===== src/rtl/port_pkg.sv =====
// package: register map, mode codes and carrier structs for the port pin mode control block
// Summary of operation
// - mode bits: 00 quasi, 01 push-pull, 10 input-only, 11 open-drain (low bit first)
// - each pin's mode is set by one bit in each of two per-port registers
// - tristate fuse enabled: every pin resets into input-only mode
// - fuse disabled: non-analog pins reset quasi-bidirectional with latch high
// - analog pins (port 0, port 2 bits 4-7) always reset input-only
// - power-down disables input buffers except interrupt, reset and oscillator pins
// - port 1 pins used as interrupt inputs keep inputs alive in power-down
// - quasi mode: very weak pull-up on whenever latch is one
// - quasi mode: weak pull-up on only while latch and pin are both one
// - quasi mode: latch rising zero to one fires strong pull-up for two clocks
// - quasi mode: latch zero drives pin low strongly
// - input-only mode: all pull-ups and the pull-down are off
// - open-drain mode: no pull-ups, pull-down only while latch is zero
// - push-pull mode: strong pull-up while latch one, pull-down while zero
// - port 2 bits 4-7 input off when a comparator is on and pin input-only
// - comparator on, open-drain with latch one: digital input stays enabled
// - converter on, not DAC: port 0 input-only pins lose digital input
// - DAC mode forces port 2 bits 2 and 3 into input-only
// - plain reads return pin levels, read-modify-write reads return the latch
// - bit writes read the whole latch, change one bit, write the byte back
package port_pkg;
  localparam int NUM_PORTS = 5;
  localparam int PORT_W = 8;
  localparam int PIN_COUNT = NUM_PORTS * PORT_W;

  // special function register addresses
  localparam logic [7:0] ADDR_PORT0_DATA = 8'h80;
  localparam logic [7:0] ADDR_PORT1_DATA = 8'h90;
  localparam logic [7:0] ADDR_PORT2_DATA = 8'hA0;
  localparam logic [7:0] ADDR_PORT3_DATA = 8'hB0;
  localparam logic [7:0] ADDR_PORT4_DATA = 8'hC0;
  localparam logic [7:0] ADDR_PORT0_MODE_SEL_LO = 8'hBA;
  localparam logic [7:0] ADDR_PORT0_MODE_SEL_HI = 8'hBB;
  localparam logic [7:0] ADDR_PORT1_MODE_SEL_LO = 8'hC2;
  localparam logic [7:0] ADDR_PORT1_MODE_SEL_HI = 8'hC3;
  localparam logic [7:0] ADDR_PORT2_MODE_SEL_LO = 8'hC4;
  localparam logic [7:0] ADDR_PORT2_MODE_SEL_HI = 8'hC5;
  localparam logic [7:0] ADDR_PORT3_MODE_SEL_LO = 8'hC6;
  localparam logic [7:0] ADDR_PORT3_MODE_SEL_HI = 8'hC7;
  localparam logic [7:0] ADDR_PORT4_MODE_SEL_LO = 8'hBE;
  localparam logic [7:0] ADDR_PORT4_MODE_SEL_HI = 8'hBF;

  // analog pin masks and fixed-purpose pin positions
  localparam logic [7:0] PORT0_ANALOG_MASK = 8'hFF;
  localparam logic [7:0] PORT2_ANALOG_MASK = 8'hF0;
  localparam logic [7:0] PORT2_DAC_MASK = 8'h0C;
  localparam logic [7:0] PORT3_WAKE_MASK = 8'h0C;
  localparam logic [7:0] PORT4_WAKE_MASK = 8'h07;

  // reset values of latches and mode bits
  localparam logic [7:0] LATCH_RESET = 8'hFF;
  localparam logic [7:0] MODE_LO_TRISTATE = 8'hFF;
  localparam logic [7:0] MODE_HI_RESET = 8'h00;

  // strong pull-up length in clock cycles
  localparam logic [1:0] STRONG_PULLUP_CYCLES = 2'd2;

  typedef enum logic [1:0] {
    MODE_QUASI = 2'b00,
    MODE_PUSH_PULL = 2'b10,
    MODE_INPUT_ONLY = 2'b01,
    MODE_OPEN_DRAIN = 2'b11
  } pin_mode_e;

  // cpu special function register access
  typedef struct packed {
    logic wr;
    logic rd;
    logic rmw;
    logic [7:0] addr;
    logic [7:0] wdata;
  } sfr_req_s;

  // analog peripheral and power state seen by the ports
  typedef struct packed {
    logic comparator_a_enable;
    logic comparator_b_enable;
    logic converter_enable;
    logic dac_select;
    logic power_down;
    logic [7:0] gp_int_enable;
  } analog_ctl_s;

  // pin drive controls, one bit per pin
  typedef struct packed {
    logic [PIN_COUNT-1:0] very_weak_pu;
    logic [PIN_COUNT-1:0] weak_pu;
    logic [PIN_COUNT-1:0] strong_pu;
    logic [PIN_COUNT-1:0] pull_down;
    logic [PIN_COUNT-1:0] input_en;
  } pin_drive_s;
endpackage


===== src/rtl/port_pin_mode_control.sv =====
// module: five 8-bit gpio ports with per-pin mode control and sfr access
`timescale 1ns/100ps
module port_pin_mode_control (
  input wire logic clock,                         // cpu clock, 250 MHz
  input wire logic rst_n,                         // async active-low reset
  input wire logic tristate_fuse,                 // fuse: all pins input-only after reset
  input wire port_pkg::sfr_req_s sfr_req,         // cpu register access
  output logic [7:0] sfr_rdata,                   // read data, registered
  output logic sfr_hit,                           // address belongs to this block
  input wire port_pkg::analog_ctl_s analog_ctl,   // comparator, converter and power state
  input wire logic [port_pkg::PIN_COUNT-1:0] pin_in, // raw pin levels
  output port_pkg::pin_drive_s pin_drive,         // driver and input buffer controls
  output logic [port_pkg::PIN_COUNT-1:0] pin_out, // pin level while driven
  output logic [port_pkg::PIN_COUNT-1:0] pin_oe,  // high while a driver is on
  output logic [port_pkg::PIN_COUNT-1:0] pin_sensed // gated, synchronised pin levels
);
  import port_pkg::*;

  typedef struct packed {
    logic [NUM_PORTS-1:0][7:0] latch;
    logic [NUM_PORTS-1:0][7:0] mode_lo;
    logic [NUM_PORTS-1:0][7:0] mode_hi;
    logic [NUM_PORTS-1:0][7:0] latch_prev;
    logic [PIN_COUNT-1:0][1:0] strong_cnt;
    logic [PIN_COUNT-1:0] sync1;
    logic [PIN_COUNT-1:0] sync2;
    logic [7:0] rdata;
    logic fuse_taken;
  } state_s;

  state_s state_reg;
  state_s state_next;
  logic [1:0] rst_sync;
  logic rst_n_int;
  logic [NUM_PORTS-1:0][7:0] eff_lo;
  logic [NUM_PORTS-1:0][7:0] eff_hi;
  pin_drive_s drive;

  // decode a mode pair into a mode code
  function automatic pin_mode_e pin_mode(input logic lo, input logic hi);
    pin_mode_e m;
    m = pin_mode_e'({hi, lo});
    return m;
  endfunction

  // reset values of one port's mode bits, analog pins always tristate
  function automatic logic [7:0] reset_lo(input int p, input logic fuse);
    logic [7:0] v;
    v = fuse ? MODE_LO_TRISTATE : 8'h00;
    if (p == 0) begin
      v = v | PORT0_ANALOG_MASK;
    end
    if (p == 2) begin
      v = v | PORT2_ANALOG_MASK;
    end
    return v;
  endfunction

  // index of a port data register, or -1
  function automatic int data_index(input logic [7:0] a);
    int i;
    i = -1;
    case (a)
      ADDR_PORT0_DATA: i = 0;
      ADDR_PORT1_DATA: i = 1;
      ADDR_PORT2_DATA: i = 2;
      ADDR_PORT3_DATA: i = 3;
      ADDR_PORT4_DATA: i = 4;
      default: i = -1;
    endcase
    return i;
  endfunction

  // port index of a mode register; bit 3 of the result flags the high register
  function automatic int mode_index(input logic [7:0] a);
    int i;
    i = -1;
    case (a)
      ADDR_PORT0_MODE_SEL_LO: i = 0;
      ADDR_PORT1_MODE_SEL_LO: i = 1;
      ADDR_PORT2_MODE_SEL_LO: i = 2;
      ADDR_PORT3_MODE_SEL_LO: i = 3;
      ADDR_PORT4_MODE_SEL_LO: i = 4;
      ADDR_PORT0_MODE_SEL_HI: i = 8;
      ADDR_PORT1_MODE_SEL_HI: i = 9;
      ADDR_PORT2_MODE_SEL_HI: i = 10;
      ADDR_PORT3_MODE_SEL_HI: i = 11;
      ADDR_PORT4_MODE_SEL_HI: i = 12;
      default: i = -1;
    endcase
    return i;
  endfunction

  // reset release through two flops
  always_ff @(posedge clock or negedge rst_n) begin
    if (!rst_n) begin
      rst_sync <= 2'b00;
    end else begin
      rst_sync <= {rst_sync[0], 1'b1};
    end
  end
  assign rst_n_int = rst_sync[1];

  // dac mode overrides port 2 bits 2 and 3 to input-only
  always_comb begin
    eff_lo = state_reg.mode_lo;
    eff_hi = state_reg.mode_hi;
    if (analog_ctl.converter_enable && analog_ctl.dac_select) begin
      eff_lo[2] = eff_lo[2] | PORT2_DAC_MASK;
      eff_hi[2] = eff_hi[2] & ~PORT2_DAC_MASK;
    end
  end

  // per-pin driver and input buffer control
  always_comb begin
    int p;
    int b;
    int n;
    logic lat;
    logic comp_on;
    logic adc_on;
    pin_mode_e m;
    p = 0;
    b = 0;
    n = 0;
    lat = 1'b0;
    m = MODE_QUASI;
    comp_on = analog_ctl.comparator_a_enable | analog_ctl.comparator_b_enable;
    adc_on = analog_ctl.converter_enable & ~analog_ctl.dac_select;
    drive = '0;
    for (p = 0; p < NUM_PORTS; p++) begin
      for (b = 0; b < PORT_W; b++) begin
        n = p * PORT_W + b;
        lat = state_reg.latch[p][b];
        m = pin_mode(eff_lo[p][b], eff_hi[p][b]);
        drive.input_en[n] = 1'b1;
        case (m)
          MODE_QUASI: begin
            drive.very_weak_pu[n] = lat;
            drive.weak_pu[n] = lat & state_reg.sync2[n];
            // the rise itself gives the first cycle, the timer gives the rest
            drive.strong_pu[n] = lat && (!state_reg.latch_prev[p][b]
              || (state_reg.strong_cnt[n] != 2'd0));
            drive.pull_down[n] = ~lat;
          end
          MODE_PUSH_PULL: begin
            drive.strong_pu[n] = lat;
            drive.pull_down[n] = ~lat;
          end
          MODE_OPEN_DRAIN: begin
            drive.pull_down[n] = ~lat;
          end
          default: begin
            // input-only: every driver stays off
          end
        endcase
        // analog pins: input-only disables the buffer, open-drain keeps it
        if (p == 2 && PORT2_ANALOG_MASK[b] && comp_on && m == MODE_INPUT_ONLY) begin
          drive.input_en[n] = 1'b0;
        end
        if (p == 0 && adc_on && m == MODE_INPUT_ONLY) begin
          drive.input_en[n] = 1'b0;
        end
        // power-down keeps only wake-capable inputs alive
        if (analog_ctl.power_down) begin
          if (!((p == 3 && PORT3_WAKE_MASK[b]) || (p == 4 && PORT4_WAKE_MASK[b])
                || (p == 1 && analog_ctl.gp_int_enable[b]))) begin
            drive.input_en[n] = 1'b0;
          end
        end
      end
    end
  end

  // next-state: register writes, strong pull-up timers, pin sampling, read data
  always_comb begin
    int di;
    int mi;
    int p;
    int n;
    logic [NUM_PORTS-1:0][7:0] pins_gated;
    state_next = state_reg;
    di = data_index(sfr_req.addr);
    mi = mode_index(sfr_req.addr);
    n = 0;
    pins_gated = '0;
    state_next.sync1 = pin_in;
    state_next.sync2 = state_reg.sync1;
    for (p = 0; p < NUM_PORTS; p++) begin
      pins_gated[p] = state_reg.sync2[p*PORT_W +: PORT_W] & drive.input_en[p*PORT_W +: PORT_W];
    end
    // writes land on this edge and touch only the addressed register
    if (sfr_req.wr && di >= 0) begin
      state_next.latch[di] = sfr_req.wdata;
    end
    if (sfr_req.wr && mi >= 0) begin
      if (mi >= 8) begin
        state_next.mode_hi[mi-8] = sfr_req.wdata;
      end else begin
        state_next.mode_lo[mi] = sfr_req.wdata;
      end
    end
    // plain reads see the pins, read-modify-write reads see the latch
    if (sfr_req.rd) begin
      if (di >= 0) begin
        state_next.rdata = sfr_req.rmw ? state_reg.latch[di] : pins_gated[di];
      end else if (mi >= 8) begin
        state_next.rdata = state_reg.mode_hi[mi-8];
      end else if (mi >= 0) begin
        state_next.rdata = state_reg.mode_lo[mi];
      end else begin
        state_next.rdata = 8'h00;
      end
    end
    // a rising latch bit arms a two-cycle strong pull-up
    state_next.latch_prev = state_reg.latch;
    for (n = 0; n < PIN_COUNT; n++) begin
      if (state_reg.latch[n/PORT_W][n%PORT_W] && !state_reg.latch_prev[n/PORT_W][n%PORT_W]) begin
        state_next.strong_cnt[n] = STRONG_PULLUP_CYCLES - 2'd1;
      end else if (state_reg.strong_cnt[n] != 2'd0) begin
        state_next.strong_cnt[n] = state_reg.strong_cnt[n] - 2'd1;
      end
    end
    // fuse is caught once after reset release, since an async reset may load only constants
    if (!state_reg.fuse_taken) begin
      state_next.fuse_taken = 1'b1;
      for (p = 0; p < NUM_PORTS; p++) begin
        state_next.mode_lo[p] = reset_lo(p, tristate_fuse);
        state_next.mode_hi[p] = MODE_HI_RESET;
      end
    end
  end

  // strong pull-up first cycle comes from the edge itself, so count one below the length
  always_ff @(posedge clock or negedge rst_n_int) begin
    if (!rst_n_int) begin
      state_reg <= '0;
      state_reg.latch <= {NUM_PORTS{LATCH_RESET}};
      state_reg.latch_prev <= {NUM_PORTS{LATCH_RESET}};
      state_reg.mode_lo <= {NUM_PORTS{MODE_LO_TRISTATE}}; // held tristate until fuse taken
      state_reg.mode_hi <= {NUM_PORTS{MODE_HI_RESET}};
    end else begin
      state_reg <= state_next;
    end
  end

  // outputs; pin_out is high only when the strong pull-up is on, strong drive counts as oe
  always_comb begin
    pin_drive = drive;
    pin_oe = drive.pull_down | drive.strong_pu;
    pin_out = drive.strong_pu;
    pin_sensed = state_reg.sync2 & drive.input_en;
    sfr_rdata = state_reg.rdata;
    sfr_hit = (data_index(sfr_req.addr) >= 0) || (mode_index(sfr_req.addr) >= 0);
  end
endmodule // port_pin_mode_control


===== config.mk =====
export PLATFORM = sky130hd
export DESIGN_NAME = port_pin_mode_control
export DESIGN_NICKNAME = d
export VERILOG_FILES = /design/src/rtl/port_pkg.sv /design/src/rtl/port_pin_mode_control.sv
export SDC_FILE = /design/constraint.sdc
export NUM_CORES = 1
export LEC_CHECK = 0
export ABC_AREA = 1
export BUFFER_PORTS_ARGS = -buffer_cell sky130_fd_sc_hd__buf_4
export CAP_MARGIN = 20
export CORE_AREA = 2 2 225 183
export CTS_CLUSTER_DIAMETER = 60
export DETAILED_ROUTE_END_ITERATION = 8
export DIE_AREA = 0 0 227 185
export PLACE_DENSITY = 0.68
export SETUP_SLACK_MARGIN = 0.3
export SYNTH_ARGS = -nofsm -noshare
export SYNTH_HDL_FRONTEND = slang
export SYNTH_SLANG_ARGS = --single-unit

===== constraint.sdc =====
create_clock -name clock -period 12.94 [get_ports clock]
set_input_delay 1.294 -clock clock [delete_from_list [all_inputs] [get_ports clock]]
set_output_delay 1.294 -clock clock [all_outputs]
set_load 0.02 [all_outputs]

==> results.txt, run 1 <==
The measured slew at the worst slew-check pin is 0.944 ns. The synthesized area divided by synthesized cell count is 8.06 sq um. For this run, the leading register cell type out of synthesis is sky130_fd_sc_hd__dfrtp_1. The floorplan die area is 42,000 sq um. Global routing used 30.9% of the available tracks.

The required time at the worst-slack endpoint is 11.65 ns. On the critical path the largest part of the delay comes from simple AND/OR/NAND/NOR gates. Setup repair after global routing left no endpoint under its margin.

The global-route wire length before repair came out at 95,400 microns. The minimum clock period came out at 4.25 ns. The total count of max-transition violations in the final report came out at 0. The static power due to leakage is 0.0110 uW.

The number of hold-slack violations in the final timing report is 0. The setup skew after layout came out at 0.0236 ns. The number of max-cap violations came out at 0. The number of cells produced by synthesis came out at 2,098.

The total number of clock tree sinks came out at 331. At the end of the flow the core is filled with cells to 53.3%. The initial antenna violation count came out at 2. The startpoint-to-endpoint class of the critical path is input pin to primary output. The total power is 3230 uW.

The largest total area in the synthesized netlist belongs to sky130_fd_sc_hd__dfrtp_1. From bottom edge to top edge, the die measures 185 microns. Setup violations remaining at the end of the flow were counted as 0. In the synthesized netlist the async set-or-reset flop fraction comes to 100%. The post-DP HPWL came out at 50,100 microns. The number of synthesis warnings is 0.

The via count of the first global-routing pass came out at 15,624. Walking the worst path, the cells encountered are buf_4 -> nor2_1 -> o21ai_0 -> nor2_1 -> buf_4. In this run the post-CTS setup repair buffer count came out at 0.

The number of DRC markers after the initial detailed-route iteration came out at 1,388. On the critical path, the stage with the largest delay is an instance of sky130_fd_sc_hd__nor2_1. At the end of routability-driven placement, the weighted congestion stood at 0.991.

Synthesis inferred 331 register bits. Based on the critical path, the design can be clocked at up to 0.235 GHz. The flow ran to the end, and the final reports show no timing, DRC or antenna violations.

The number of cells upsized or downsized after cts came out at 0. The deepest level of the CTS H-tree came out at 2. The count of vias placed by the detailed router is 16,032.

The power density over cell area came out at 152 nW/um^2. The area share of the largest cell type after synthesis came out at 31.2%. Dividing the detail-routed via count by the number of cells gives 5.31. After synthesis, flip-flops and latches occupy 49.9% of the total area.

The number of hold-repair buffers added at the cts stage is 0. In this run the core area contains 66 standard-cell rows. The clock latency of the later-clocked register in the worst-skew pair came out at 0.55 ns. The residual overflow from global routing came out at 0. The buffer and inverter count on the worst path is 2. The net count reported at finish is 2,558. The maximum resistive drop on vdd is 0.0862 mV. The number of nets with antenna violations after routing came out at 0. The core region is 40,000 sq um.

Ranked by total cell area, the synthesized netlist is headed by sky130_fd_sc_hd__dfrtp_1 31%, sky130_fd_sc_hd__dfstp_2 19%, sky130_fd_sc_hd__nand2_1 10%. The number of filler cells placed in the layout came out at 3,830. The worst setup path is captured at a primary output. The number of enable-type register cells in the synthesized netlist is 0. The distinct cell type count of the synthesized netlist is 38. The flip-flop count of the largest register after layout came out at 177. The final worst-path cycle share is 32.8%.

The routed length per instance is 21.5 microns. The endpoint arrival time on the critical path came out at 2.95 ns. The largest stage delay on the critical path came out at 0.66 ns. The pre-antenna-repair detailed-routing pass consisted of 7 iterations.

The root buffer cell is sky130_fd_sc_hd__clkbuf_16. The nature of the critical path startpoint is an input pin. Compared with the post-synthesis result, the final layout area differs by 26.0%. The min-delay analysis places its worst path in the category register to register. The worst hold-check slack came out at 0.340 ns.

The largest fanout of any net on the critical path came out at 5. The overall routed net length came out at 65,000 microns. The starting utilization of the core area came out at 42.3%. The CTS tree is done. After synthesis the cells add up to 16,900 sq um. The buffer levels on the longest clock path is 3.

The worst slew margin relative to its limit came out at 37.0%. Ranked by instance count, the synthesized netlist is headed by 463 x sky130_fd_sc_hd__nand2_1, 426 x sky130_fd_sc_hd__inv_1, 211 x sky130_fd_sc_hd__dfrtp_1. The post-detailed-route DRC marker count came out at 0.

Among all cell types in the netlist, the one instantiated most often is sky130_fd_sc_hd__nand2_1. The count of input and output buffers is 398. Entering global routing, the biggest net connects 79 pins.

Cells with a size suffix above 1 make up 26.6% of the layout. For the final routed database, the setup TNS stands at 0 ns. In this run the count of I/O pins placed on the die edge is 404. After clock tree synthesis, the clock-pin slew on the worst setup and hold paths is 0.05 ns. The chip width is 227 microns.

The TritonCTS buffer count came out at 38.
-- power by group --
group | total (uW) | internal, uW | leakage (uW) | switching, uW
Clock | 1140 | 687 | 0.000648 | 449
Sequential | 1290 | 1210 | 0.00380 | 81.5
Combinational | 806 | 304 | 0.00651 | 502
-- cells in the final DEF, fill, tap and decap left out, types with 3 or more instances in the layout --
master                        n
sky130_fd_sc_hd__clkbuf_16   39
sky130_fd_sc_hd__nor3_1      40
sky130_fd_sc_hd__inv_1      426
sky130_fd_sc_hd__o21ai_1     17
sky130_fd_sc_hd__nand2_1    463
sky130_fd_sc_hd__nand3_1     98
sky130_fd_sc_hd__nor3b_1      6
sky130_fd_sc_hd__nor2_4       5
sky130_fd_sc_hd__dfstp_2    120
sky130_fd_sc_hd__nand2_2      8
sky130_fd_sc_hd__o22ai_1     56
sky130_fd_sc_hd__clkbuf_1     8
sky130_fd_sc_hd__clkbuf_8     9
sky130_fd_sc_hd__inv_2        9
sky130_fd_sc_hd__nor2_2       4
sky130_fd_sc_hd__ha_1        40
sky130_fd_sc_hd__or2_2       36
sky130_fd_sc_hd__clkinv_2     6
sky130_fd_sc_hd__nand4_1     45
sky130_fd_sc_hd__buf_4      407
sky130_fd_sc_hd__bufinv_16    4
sky130_fd_sc_hd__diode_2      3
sky130_fd_sc_hd__nor2_1     113
sky130_fd_sc_hd__conb_1       7
sky130_fd_sc_hd__o21ai_0     98
sky130_fd_sc_hd__o31ai_1      9
sky130_fd_sc_hd__a21oi_1    112
sky130_fd_sc_hd__nor4_1      29
sky130_fd_sc_hd__o311ai_0    26
sky130_fd_sc_hd__dfrtp_1    210
sky130_fd_sc_hd__a31oi_1      5
-- path summary, 6_finish.rpt --
| check | start | endpoint | slack [ns] | depth (start not counted) |
|---|---|---|---|---|
| min reg2reg | state_next[36]$_DFF_PN0_ | state_reg[36]$_DFF_PN0_ | 0.34 | 0 |
| max | analog_ctl[11] | pin_sensed[21] | 8.69 | 5 |
| min | state_next[36]$_DFF_PN0_ | state_reg[36]$_DFF_PN0_ | 0.34 | 0 |
| max reg2reg | state_reg[0]$_DFF_PN0_ | eff_lo[35]$_DFFE_PN1P_ | 9.83 | 7 |
| min in group asynchronous | rst_sync[1]$_DFF_PN0_ | state_reg[24]$_DFF_PN0_ | 0.37 | 0 |
| max in group asynchronous | rst_sync[1]$_DFF_PN0_ | state_reg[163]$_DFFE_PN0P_ | 10.37 | 2 |
-- kinds of logic after synthesis --
kind of cell	count (synthesis)	synth area share, %
AOI/OAI and AO/OA	329	11.1
DFF	331	49.9
buffers and inverters	546	13.9
and+or+nand+nor	851	22.2
other	1	0.0222
adders and majority gates	40	2.96
-- layout make-up --
type / count / area [sq um] / area share (%)
Inverter: 437 / 1640 / 7.70
Tap cell: 544 / 681 / 3.19
Clock buffer: 56 / 1130 / 5.30
Clock inverter: 13 / 180 / 0.846
Antenna cell: 3 / 7.51 / 0.0352
Multi-Input combinational cell: 1227 / 6150 / 28.9
Timing Repair Buffer: 408 / 3080 / 14.5
Sequential cell: 331 / 8440 / 39.6
-- routing by layer --
| metal | up-vias | GRT usage, % | share of wire, % |
|---|---|---|---|
| li1 | 7334 | - | - |
| met1 | 7801 | 41.8 | 42 |
| met2 | 758 | 49.1 | 45 |
| met3 | 139 | 6.81 | 9.0 |
| met4 | 0 | 10.7 | 3.4 |
| met5 | - | 0 | 0 |
-- through the flow --
stage	setup WS [ns]	cell area, sq um	std cells
3_5_place_dp	8.38	20000	2946
3_3_place_gp	8.51	20000	2946
2_1_floorplan	3.24	16900	2104
4_1_cts	8.74	21300	3015
5_1_grt	8.59	21300	3018
6_report	8.69	21300	3019
Note: power is estimated with default switching activity, not from simulation.
==> run 2: changes to the inputs <==
--- a/config.mk
+++ b/config.mk
@@ -5,13 +5,13 @@
 export SDC_FILE = /design/constraint.sdc
 export NUM_CORES = 1
 export LEC_CHECK = 0
-export ABC_AREA = 1
+export ABC_AREA = 0
 export BUFFER_PORTS_ARGS = -buffer_cell sky130_fd_sc_hd__buf_4
 export CAP_MARGIN = 20
-export CORE_AREA = 2 2 225 183
+export CORE_AREA = 2 2 224 182
 export CTS_CLUSTER_DIAMETER = 60
 export DETAILED_ROUTE_END_ITERATION = 8
-export DIE_AREA = 0 0 227 185
+export DIE_AREA = 0 0 226 184
 export PLACE_DENSITY = 0.68
 export SETUP_SLACK_MARGIN = 0.3
 export SYNTH_ARGS = -nofsm -noshare
==> constraint.sdc (replaced) <==
create_clock -name clock -period 4.1 [get_ports clock]
set_input_delay 0.41 -clock clock [delete_from_list [all_inputs] [get_ports clock]]
set_output_delay 0.41 -clock clock [all_outputs]
set_load 0.02 [all_outputs]
==> run 2 against run 1 <==
  * Count of clock-buffer cells in the layout is 3 higher
  * Final cell count is 12% lower
  * Clock power grew to 3.1 times the previous value
  * Synthesized cell count is 17% lower
  * Critical endpoint is now pin_sensed[0]
  * Highest routed layer unchanged
==> results.txt, run 2 <==
The area share of the largest cell type after synthesis came out at 31.5%. For the pin with the worst max-slew slack, the measured transition is 1.04 ns. The clock transition at the registers of the reported paths came out at 0.06 ns. The number of cells produced by synthesis came out at 1,733.

The setup path with the least slack is of type register to primary output. The number of placement rows is 65. The via count of the first global-routing pass was 13,664. The initial antenna violation count is 1. The run finished with clean final reports. Setup repair after global routing left no endpoint under its margin. Power spread over the standard cell area amounts to 507 nW/um^2. The endpoint arrival time on the critical path is 2.36 ns. The number of enable-type register cells in the synthesized netlist is 0. The chip width came out at 226 microns. The count of buffers added on input and output ports is 398. On the final layout, the worst clock skew is 0.0144 ns.

The number of cells upsized or downsized after cts came out at 0. In this run the clock root is driven by a sky130_fd_sc_hd__clkbuf_16. The proportion of register bits with asynchronous set or reset after synthesis came out at 100%. Routability-driven placement finished with a final weighted congestion of 0.868. Sorting the synthesized cells by how often they occur yields 211 x sky130_fd_sc_hd__dfrtp_1, 166 x sky130_fd_sc_hd__inv_1, 161 x sky130_fd_sc_hd__a21oi_1. The clock drives 331 sinks. The timing-limited maximum frequency came out at 0.361 GHz. The H-tree was split into 2 levels.

The worst slew margin relative to its limit came out at 30.3%. TritonCTS built the clock tree. In the layout the commonest cells are 412 x sky130_fd_sc_hd__buf_4, 209 x sky130_fd_sc_hd__dfrtp_1, 166 x sky130_fd_sc_hd__inv_1. The netlist uses 61 different library cells.

The nature of the critical path startpoint is a register. The overall routed net length came out at 54,800 microns. The TritonCTS buffer count came out at 38.

The flip-flop count of the largest register after layout came out at 177. Of the available clock period, the critical path in the final layout requires 67.6%. Summed over all failing endpoints, the final setup total negative slack is 0 ns.

The static power due to leakage is 0.0100 uW. STA classifies the critical path endpoint as a primary output. The layout overhead on the synthesized area is 28.2%. The total power is 10,900 uW. Along the worst path, the maximum fanout reaches 5.

In the synthesized netlist the dominant register cell turns out to be sky130_fd_sc_hd__dfrtp_1. The number of synthesis warnings is 0. The count of vias placed by the detailed router came out at 14,162. The die covers 41,600 sq um. The global-route wire length before repair came out at 82,200 microns. Fill cells in the final layout number 3,486.

The number of nets with antenna violations after routing came out at 0. The maximum resistive drop on vdd is 0.305 mV. The die height came out at 184 microns. Pin placement for this block handled 404 I/O pins. After synthesis, flip-flops and latches occupy 50.3% of the total area.

The number of setup buffers added after CTS came out at 0. The total count of max-transition violations in the final report came out at 0. At the later pin of the worst-skew pair, clock insertion delay measures 0.54 ns.

The detail-routed via count per cell came out at 5.32. Max-cap violations in this run came to 0. After synthesis the cells add up to 16,800 sq um. The area of the core is 39,100 sq um. Dividing the detail-routed wire length by the instance count gives 20.6 microns.

The net count reported at finish is 2,212. The buffer levels on the longest clock path is 3. Setup violations remaining at the end of the flow were counted as 0. The fraction of layout cells with a size suffix above 1 came out at 32.5%.

Leaving out fill and tap cells, the most frequent cell in the layout is sky130_fd_sc_hd__buf_4. The post-detailed-route DRC marker count came out at 0. The post-DP HPWL is 40,600 microns. By instance count, the leading cell after synthesis is sky130_fd_sc_hd__dfrtp_1. The number of hold-slack violations in the final timing report came out at 0.

The residual overflow from global routing came out at 0. Yosys attributes the largest share of cell area to sky130_fd_sc_hd__dfrtp_1 31%, sky130_fd_sc_hd__dfstp_2 19%, sky130_fd_sc_hd__a21oi_1 4.8%. The synthesized area divided by synthesized cell count is 9.68 sq um.

The first routing iteration left 1,227 violations. Counting I/O delays and the setup requirement, the final critical path takes 2.77 ns. The first-pass detailed-route iteration total came out at 6. In this run the worst hold path is classified as input pin to asynchronous set/reset pin. The initial utilization of the core area, before any placement, comes to 42.9%.

Data on the critical path is required at its endpoint by 3.69 ns. The cell taking the most area after synthesis is sky130_fd_sc_hd__dfrtp_1. The post-synthesis register bit count came out at 331.

Entering global routing, the biggest net connects 86 pins. The global-route usage over all layers came out at 26.0%.
## run 2: cell count changes after synthesis, moves of 42 or more
cell | previous run | this run
sky130_fd_sc_hd__a21oi_1 | 112 | 161
sky130_fd_sc_hd__a31oi_1 | 5 | 58
sky130_fd_sc_hd__and2_1 | 0 | 53
sky130_fd_sc_hd__inv_1 | 426 | 166
sky130_fd_sc_hd__mux2i_1 | 0 | 47
sky130_fd_sc_hd__nand2_1 | 463 | 139
sky130_fd_sc_hd__nand2b_1 | 0 | 51
sky130_fd_sc_hd__nand3_1 | 98 | 26
sky130_fd_sc_hd__nor2b_1 | 0 | 42
sky130_fd_sc_hd__o22ai_1 | 56 | 10
## run 2: path summary, 6_finish.rpt
check	from	slack (ns)	cells after the start	to
min reg2reg	state_next[12]$_DFF_PN0_	0.35	0	state_reg[12]$_DFF_PN0_
max	eff_lo[0]$_DFFE_PN1P_	1.33	3	pin_sensed[0]
min in group clock	sfr_req[3]	0.22	3	eff_lo[3]$_DFFE_PN1P_
max in group asynchronous	rst_sync[1]$_DFF_PN0_	2.56	1	state_next[208]$_DFFE_PN1P_
min	rst_n	0.20	2	rst_sync[0]$_DFF_PN0_
max reg2reg	eff_lo[0]$_DFFE_PN1P_	1.75	6	sfr_rdata[0]$_DFFE_PN0P_
## run 2: metal layers
metal	global-route usage [%]	part of all wire (%)	vias up
met4	6.62	2.2	0
met2	41.5	46	567
met3	3.48	6.4	69
li1	-	-	6475
met5	0	0	-
met1	37.5	45	7051
## run 2: cell type report
cell class              count  area (sq um)  area share, %
clock buffers              59          1200           5.60
diodes                      1          2.50         0.0116
repair buffers            455          3540           16.5
inverters                 166           623           2.90
clock inverters            10           116          0.541
well taps                 536           671           3.12
flip-flops and latches    331          8440           39.2
multi-input cells        1105          6910           32.1
## run 2: power breakdown
group | total [uW] | switching, uW | internal (uW)
clock network | 3540 | 1390 | 2150
registers | 4290 | 386 | 3900
logic | 3060 | 1630 | 1430
## run 2: through the flow
step           worst slack [ns]  instance area, sq um  cells  hold slack [ns]  utilization [%]
2_1_floorplan             0.888                 16800   1739            0.114                -
3_3_place_gp               1.19                 19800   2552            0.194             50.5
3_5_place_dp               1.15                 19800   2552            0.197             50.5
4_1_cts                    1.34                 21500   2662            0.184             55.0
5_1_grt                    1.20                 21500   2663            0.192             55.0
6_report                   1.33                 21500   2663            0.204             55.0
## run 2: repair_timing
item,CTS,global route
hold buffers,41,0
hold endpoints to repair,42,0
endpoints found under the setup margin,0,0
## run 2: worst max-delay path: stages (launching register included)
cell and delay, ns:
sky130_fd_sc_hd__dfstp_2 0.58, sky130_fd_sc_hd__nor4bb_1 0.79, sky130_fd_sc_hd__nor3b_1 0.23, sky130_fd_sc_hd__buf_4 0.23
## run 2: logic make-up (layout without fill, tap and decap cells)
family,after synthesis,after routing,share of synthesized area [%]
simple gates,523,523,15.9
compound gates,413,413,14.9
flops,331,331,50.3
buf+inv,303,690,8.68
mux,82,82,5.16
fa+ha+maj,40,40,2.98
xor+xnor,40,40,2.09
other cells,1,8,0.0224
==> run 3: changes to the inputs <==
--- a/config.mk
+++ b/config.mk
@@ -12,7 +12,7 @@
 export CTS_CLUSTER_DIAMETER = 60
 export DETAILED_ROUTE_END_ITERATION = 8
 export DIE_AREA = 0 0 226 184
-export PLACE_DENSITY = 0.68
+export PLACE_DENSITY = 0.71
 export SETUP_SLACK_MARGIN = 0.3
 export SYNTH_ARGS = -nofsm -noshare
 export SYNTH_HDL_FRONTEND = slang
==> constraint.sdc (replaced) <==
create_clock -name clock -period 2.4 [get_ports clock]
set_input_delay 0.24 -clock clock [delete_from_list [all_inputs] [get_ports clock]]
set_output_delay 0.24 -clock clock [all_outputs]
set_load 0.02 [all_outputs]
==> run 3 against run 2 <==
  * Flip-flop and latch count is the same
  * Final area grew 5.6%
  * Highest routed layer unchanged
  * Clock power grew 62%
  * Wire length grew 2.7%
  * Register-to-register slack lost 1.4 ns
  * Largest cell class unchanged
  * Combinational power grew 95%
  * Hold slack lost 0.16 ns
  * Setup slack lost 1.1 ns
  * Via count grew 2.0%
  * Sequential share of layout area shrank 2.1 points
==> results.txt, run 3 (synthesized netlist as in run 2, its figures left out) <==
Adding up every negative setup slack in the final design gives 0 ns. The via count of the first global-routing pass is 13,957. The number of cells on the worst reg-to-reg path is 6.

In the layout the commonest cells are 462 x sky130_fd_sc_hd__buf_4, 209 x sky130_fd_sc_hd__dfrtp_1, 161 x sky130_fd_sc_hd__inv_1. In this run the power density over the cells is 838 nW/um^2. Setup repair after global routing could not meet its margin everywhere. The last element of the critical path is pin_oe[18]. The die height is 184 microns. Relative to the synthesized area, the layout overhead comes to 35.4%.

The chip width is 226 microns. Entering global routing, the biggest net connects 64 pins. The measured slew at the worst slew-check pin is 0.725 ns. The type of the worst min-delay path is input pin to register.

The clock transition at the registers of the reported paths is 0.06 ns. In this run the critical register-to-register path is launched from eff_lo[2]$_DFFE_PN1P_. The flow ran to the end, and the final reports show no timing, DRC or antenna violations.

The count of vias placed by the detailed router came out at 14,443. The number of instances on the worst hold path came out at 3. TritonCTS built the clock tree.

The setup check on the worst reg-to-reg path leaves a slack of 0.38 ns. The post-place setup slack came out at 0.0266 ns. STA classifies the critical path endpoint as a primary output. The total count of max-transition violations in the final report came to 0. The most utilized layer in the global route result is met2.

The flip-flop count of the largest register after layout is 177. The number of placement rows came out at 65. The setup skew after layout is 0.0118 ns.

In this run the count of I/O pins placed on the die edge is 404. The first TritonRoute pass finished after 6 iterations. The post-DP HPWL is 41,500 microns. The antenna diode count came out at 0.

The endpoint arrival time on the critical path came out at 1.95 ns. The number of DRC markers after the initial detailed-route iteration is 1,163. The clock latency of the later-clocked register in the worst-skew pair came out at 0.53 ns. The met1 track demand over resource came out at 36.8%. The number of hold-slack violations in the final timing report is 0.

The initial antenna violation count is 0. The minimum clock period came out at 2.19 ns. CTS placed an instance of sky130_fd_sc_hd__clkbuf_16 at the clock tree root.

The required time at the worst-slack endpoint came out at 2.16 ns. The net count reported at finish is 2,275. The worst slew margin relative to its limit came out at 51.7%. The source of the critical timing path is state_next[187]$_DFFE_PN1P_. The detail-routed via count per cell is 5.30. The layout has 3,358 filler cells. The static power due to leakage came out at 0.0104 uW.

In the finished design, the share of the clock period the worst path needs comes to 91.5%. The maximum resistive drop on vdd is 0.486 mV. In this run the critical register-to-register path is captured at sfr_rdata[2]$_DFFE_PN0P_. The critical path in this run is classified as register to primary output.

The post-detailed-route DRC marker count is 0. The TritonCTS buffer count came out at 38. The met3 demand-to-capacity share in global routing came out at 4.84%. The global-route usage over all layers is 26.3%. The overall routed net length came out at 56,200 microns. The number of nets with antenna violations after routing is 0. The timing-limited maximum frequency came out at 0.456 GHz. The total number of clock tree sinks is 331. Setup violations remaining at the end of the flow were counted as 0.

The global-route track usage on met2 came out at 41.7%. The deepest level of the CTS H-tree is 2. STA classifies the critical path startpoint as a register. The tool flagged a number of max-cap violations equal to 0. The multi-input gate area in the final layout came out at 7630 sq um. The starting utilization of the core area is 42.9%. The library cell used most frequently in the layout, excluding fill and tap cells, is sky130_fd_sc_hd__buf_4. The residual overflow from global routing is 0.

The count of input and output buffers is 398. The sequential cells in the finished layout cover a total of 8440 sq um. The largest fanout of any net on the critical path is 3. The fraction of layout cells with a size suffix above 1 came out at 38.9%.

The longest clock path from root to sink contains 3 buffers. The routed length per instance is 20.6 microns. The least setup slack across all paths after layout came out at 0.205 ns.

The global-route wire length before repair came out at 82,500 microns. The weighted congestion reported at the end of routability-driven placement came out at 0.898. The floorplan die area came out at 41,600 sq um. The area of the core came out at 39,100 sq um.
[run 3: changes by cell type in the layout (fill, tap and decap cells not counted), sizes merged]
cell	before	now
buf	414	476
bufinv	2	0
clkbuf	59	61
diode	1	0
clkinv	6	5
dlygate4sd3	41	42
clkinvlp	1	3
[run 3: worst min-delay path by stage]
| stage | from | end | slack [ns] |
|---|---|---|---|
| floorplan | rst_n | rst_sync[0]$_DFF_PN0_ | -0.06 |
| global placement | rst_n | rst_sync[0]$_DFF_PN0_ | 0.02 |
| detailed placement | rst_n | rst_sync[0]$_DFF_PN0_ | 0.03 |
| CTS | sfr_req[3] | state_next[188]$_DFFE_PN1P_ | 0.03 |
| global route | sfr_req[3] | eff_lo[3]$_DFFE_PN1P_ | 0.07 |
| finish | sfr_req[3] | state_next[188]$_DFFE_PN1P_ | 0.05 |
[run 3: cell type report]
type | instances | area share [%]
Clock buffer | 61 | 5.20
Clock inverter | 9 | 0.264
Inverter | 166 | 2.74
Multi-Input combinational cell | 1105 | 33.6
Sequential cell | 331 | 37.2
Tap cell | 536 | 2.95
Timing Repair Buffer | 518 | 18.1
[run 3: power breakdown]
part	total (uW)	switching (uW)	internal [uW]	leakage, uW
logic	5980	3110	2870	0.00598
registers	7330	663	6670	0.00382
clock network	5720	2330	3380	0.000602
total	19000	6110	12900	0.0104
[run 3: critical path: stages, from the launching register on]
cell and delay [ns]:
sky130_fd_sc_hd__dfstp_2 0.53, sky130_fd_sc_hd__inv_2 0.03, sky130_fd_sc_hd__or3_4 0.39, sky130_fd_sc_hd__a31oi_4 0.21
sky130_fd_sc_hd__or2_4 0.15, sky130_fd_sc_hd__buf_6 0.11
[run 3: per-layer routing]
metal | vias to the layer above | wire, microns
met5 | - | 0
met4 | 0 | 1560
met3 | 106 | 3910
met2 | 575 | 25900
met1 | 7152 | 24900
li1 | 6610 | -
[run 3: repair_timing]
item	CTS	global route
pin swaps	6	9
hold endpoints to repair	42	0
gates resized for setup	51	96
hold buffers	42	0
buffers inserted	9	10
setup endpoints to repair	39	60
[run 3: through the flow]
| stage | instance area [sq um] | hold WS, ns | std cells | total power [uW] | util [%] |
|---|---|---|---|---|---|
| 4_1_cts | 22100 | 0.0272 | 2716 | 18600 | 56.6 |
| 3_5_place_dp | 20100 | 0.0255 | 2595 | 12700 | 51.5 |
| 6_report | 22700 | 0.0473 | 2726 | 19000 | 58.0 |
| 3_3_place_gp | 20100 | 0.0240 | 2595 | 12200 | 51.5 |
| 5_1_grt | 22700 | 0.0661 | 2726 | 20200 | 58.0 |
| 2_1_floorplan | 16800 | -0.0556 | 1739 | 11200 | - |
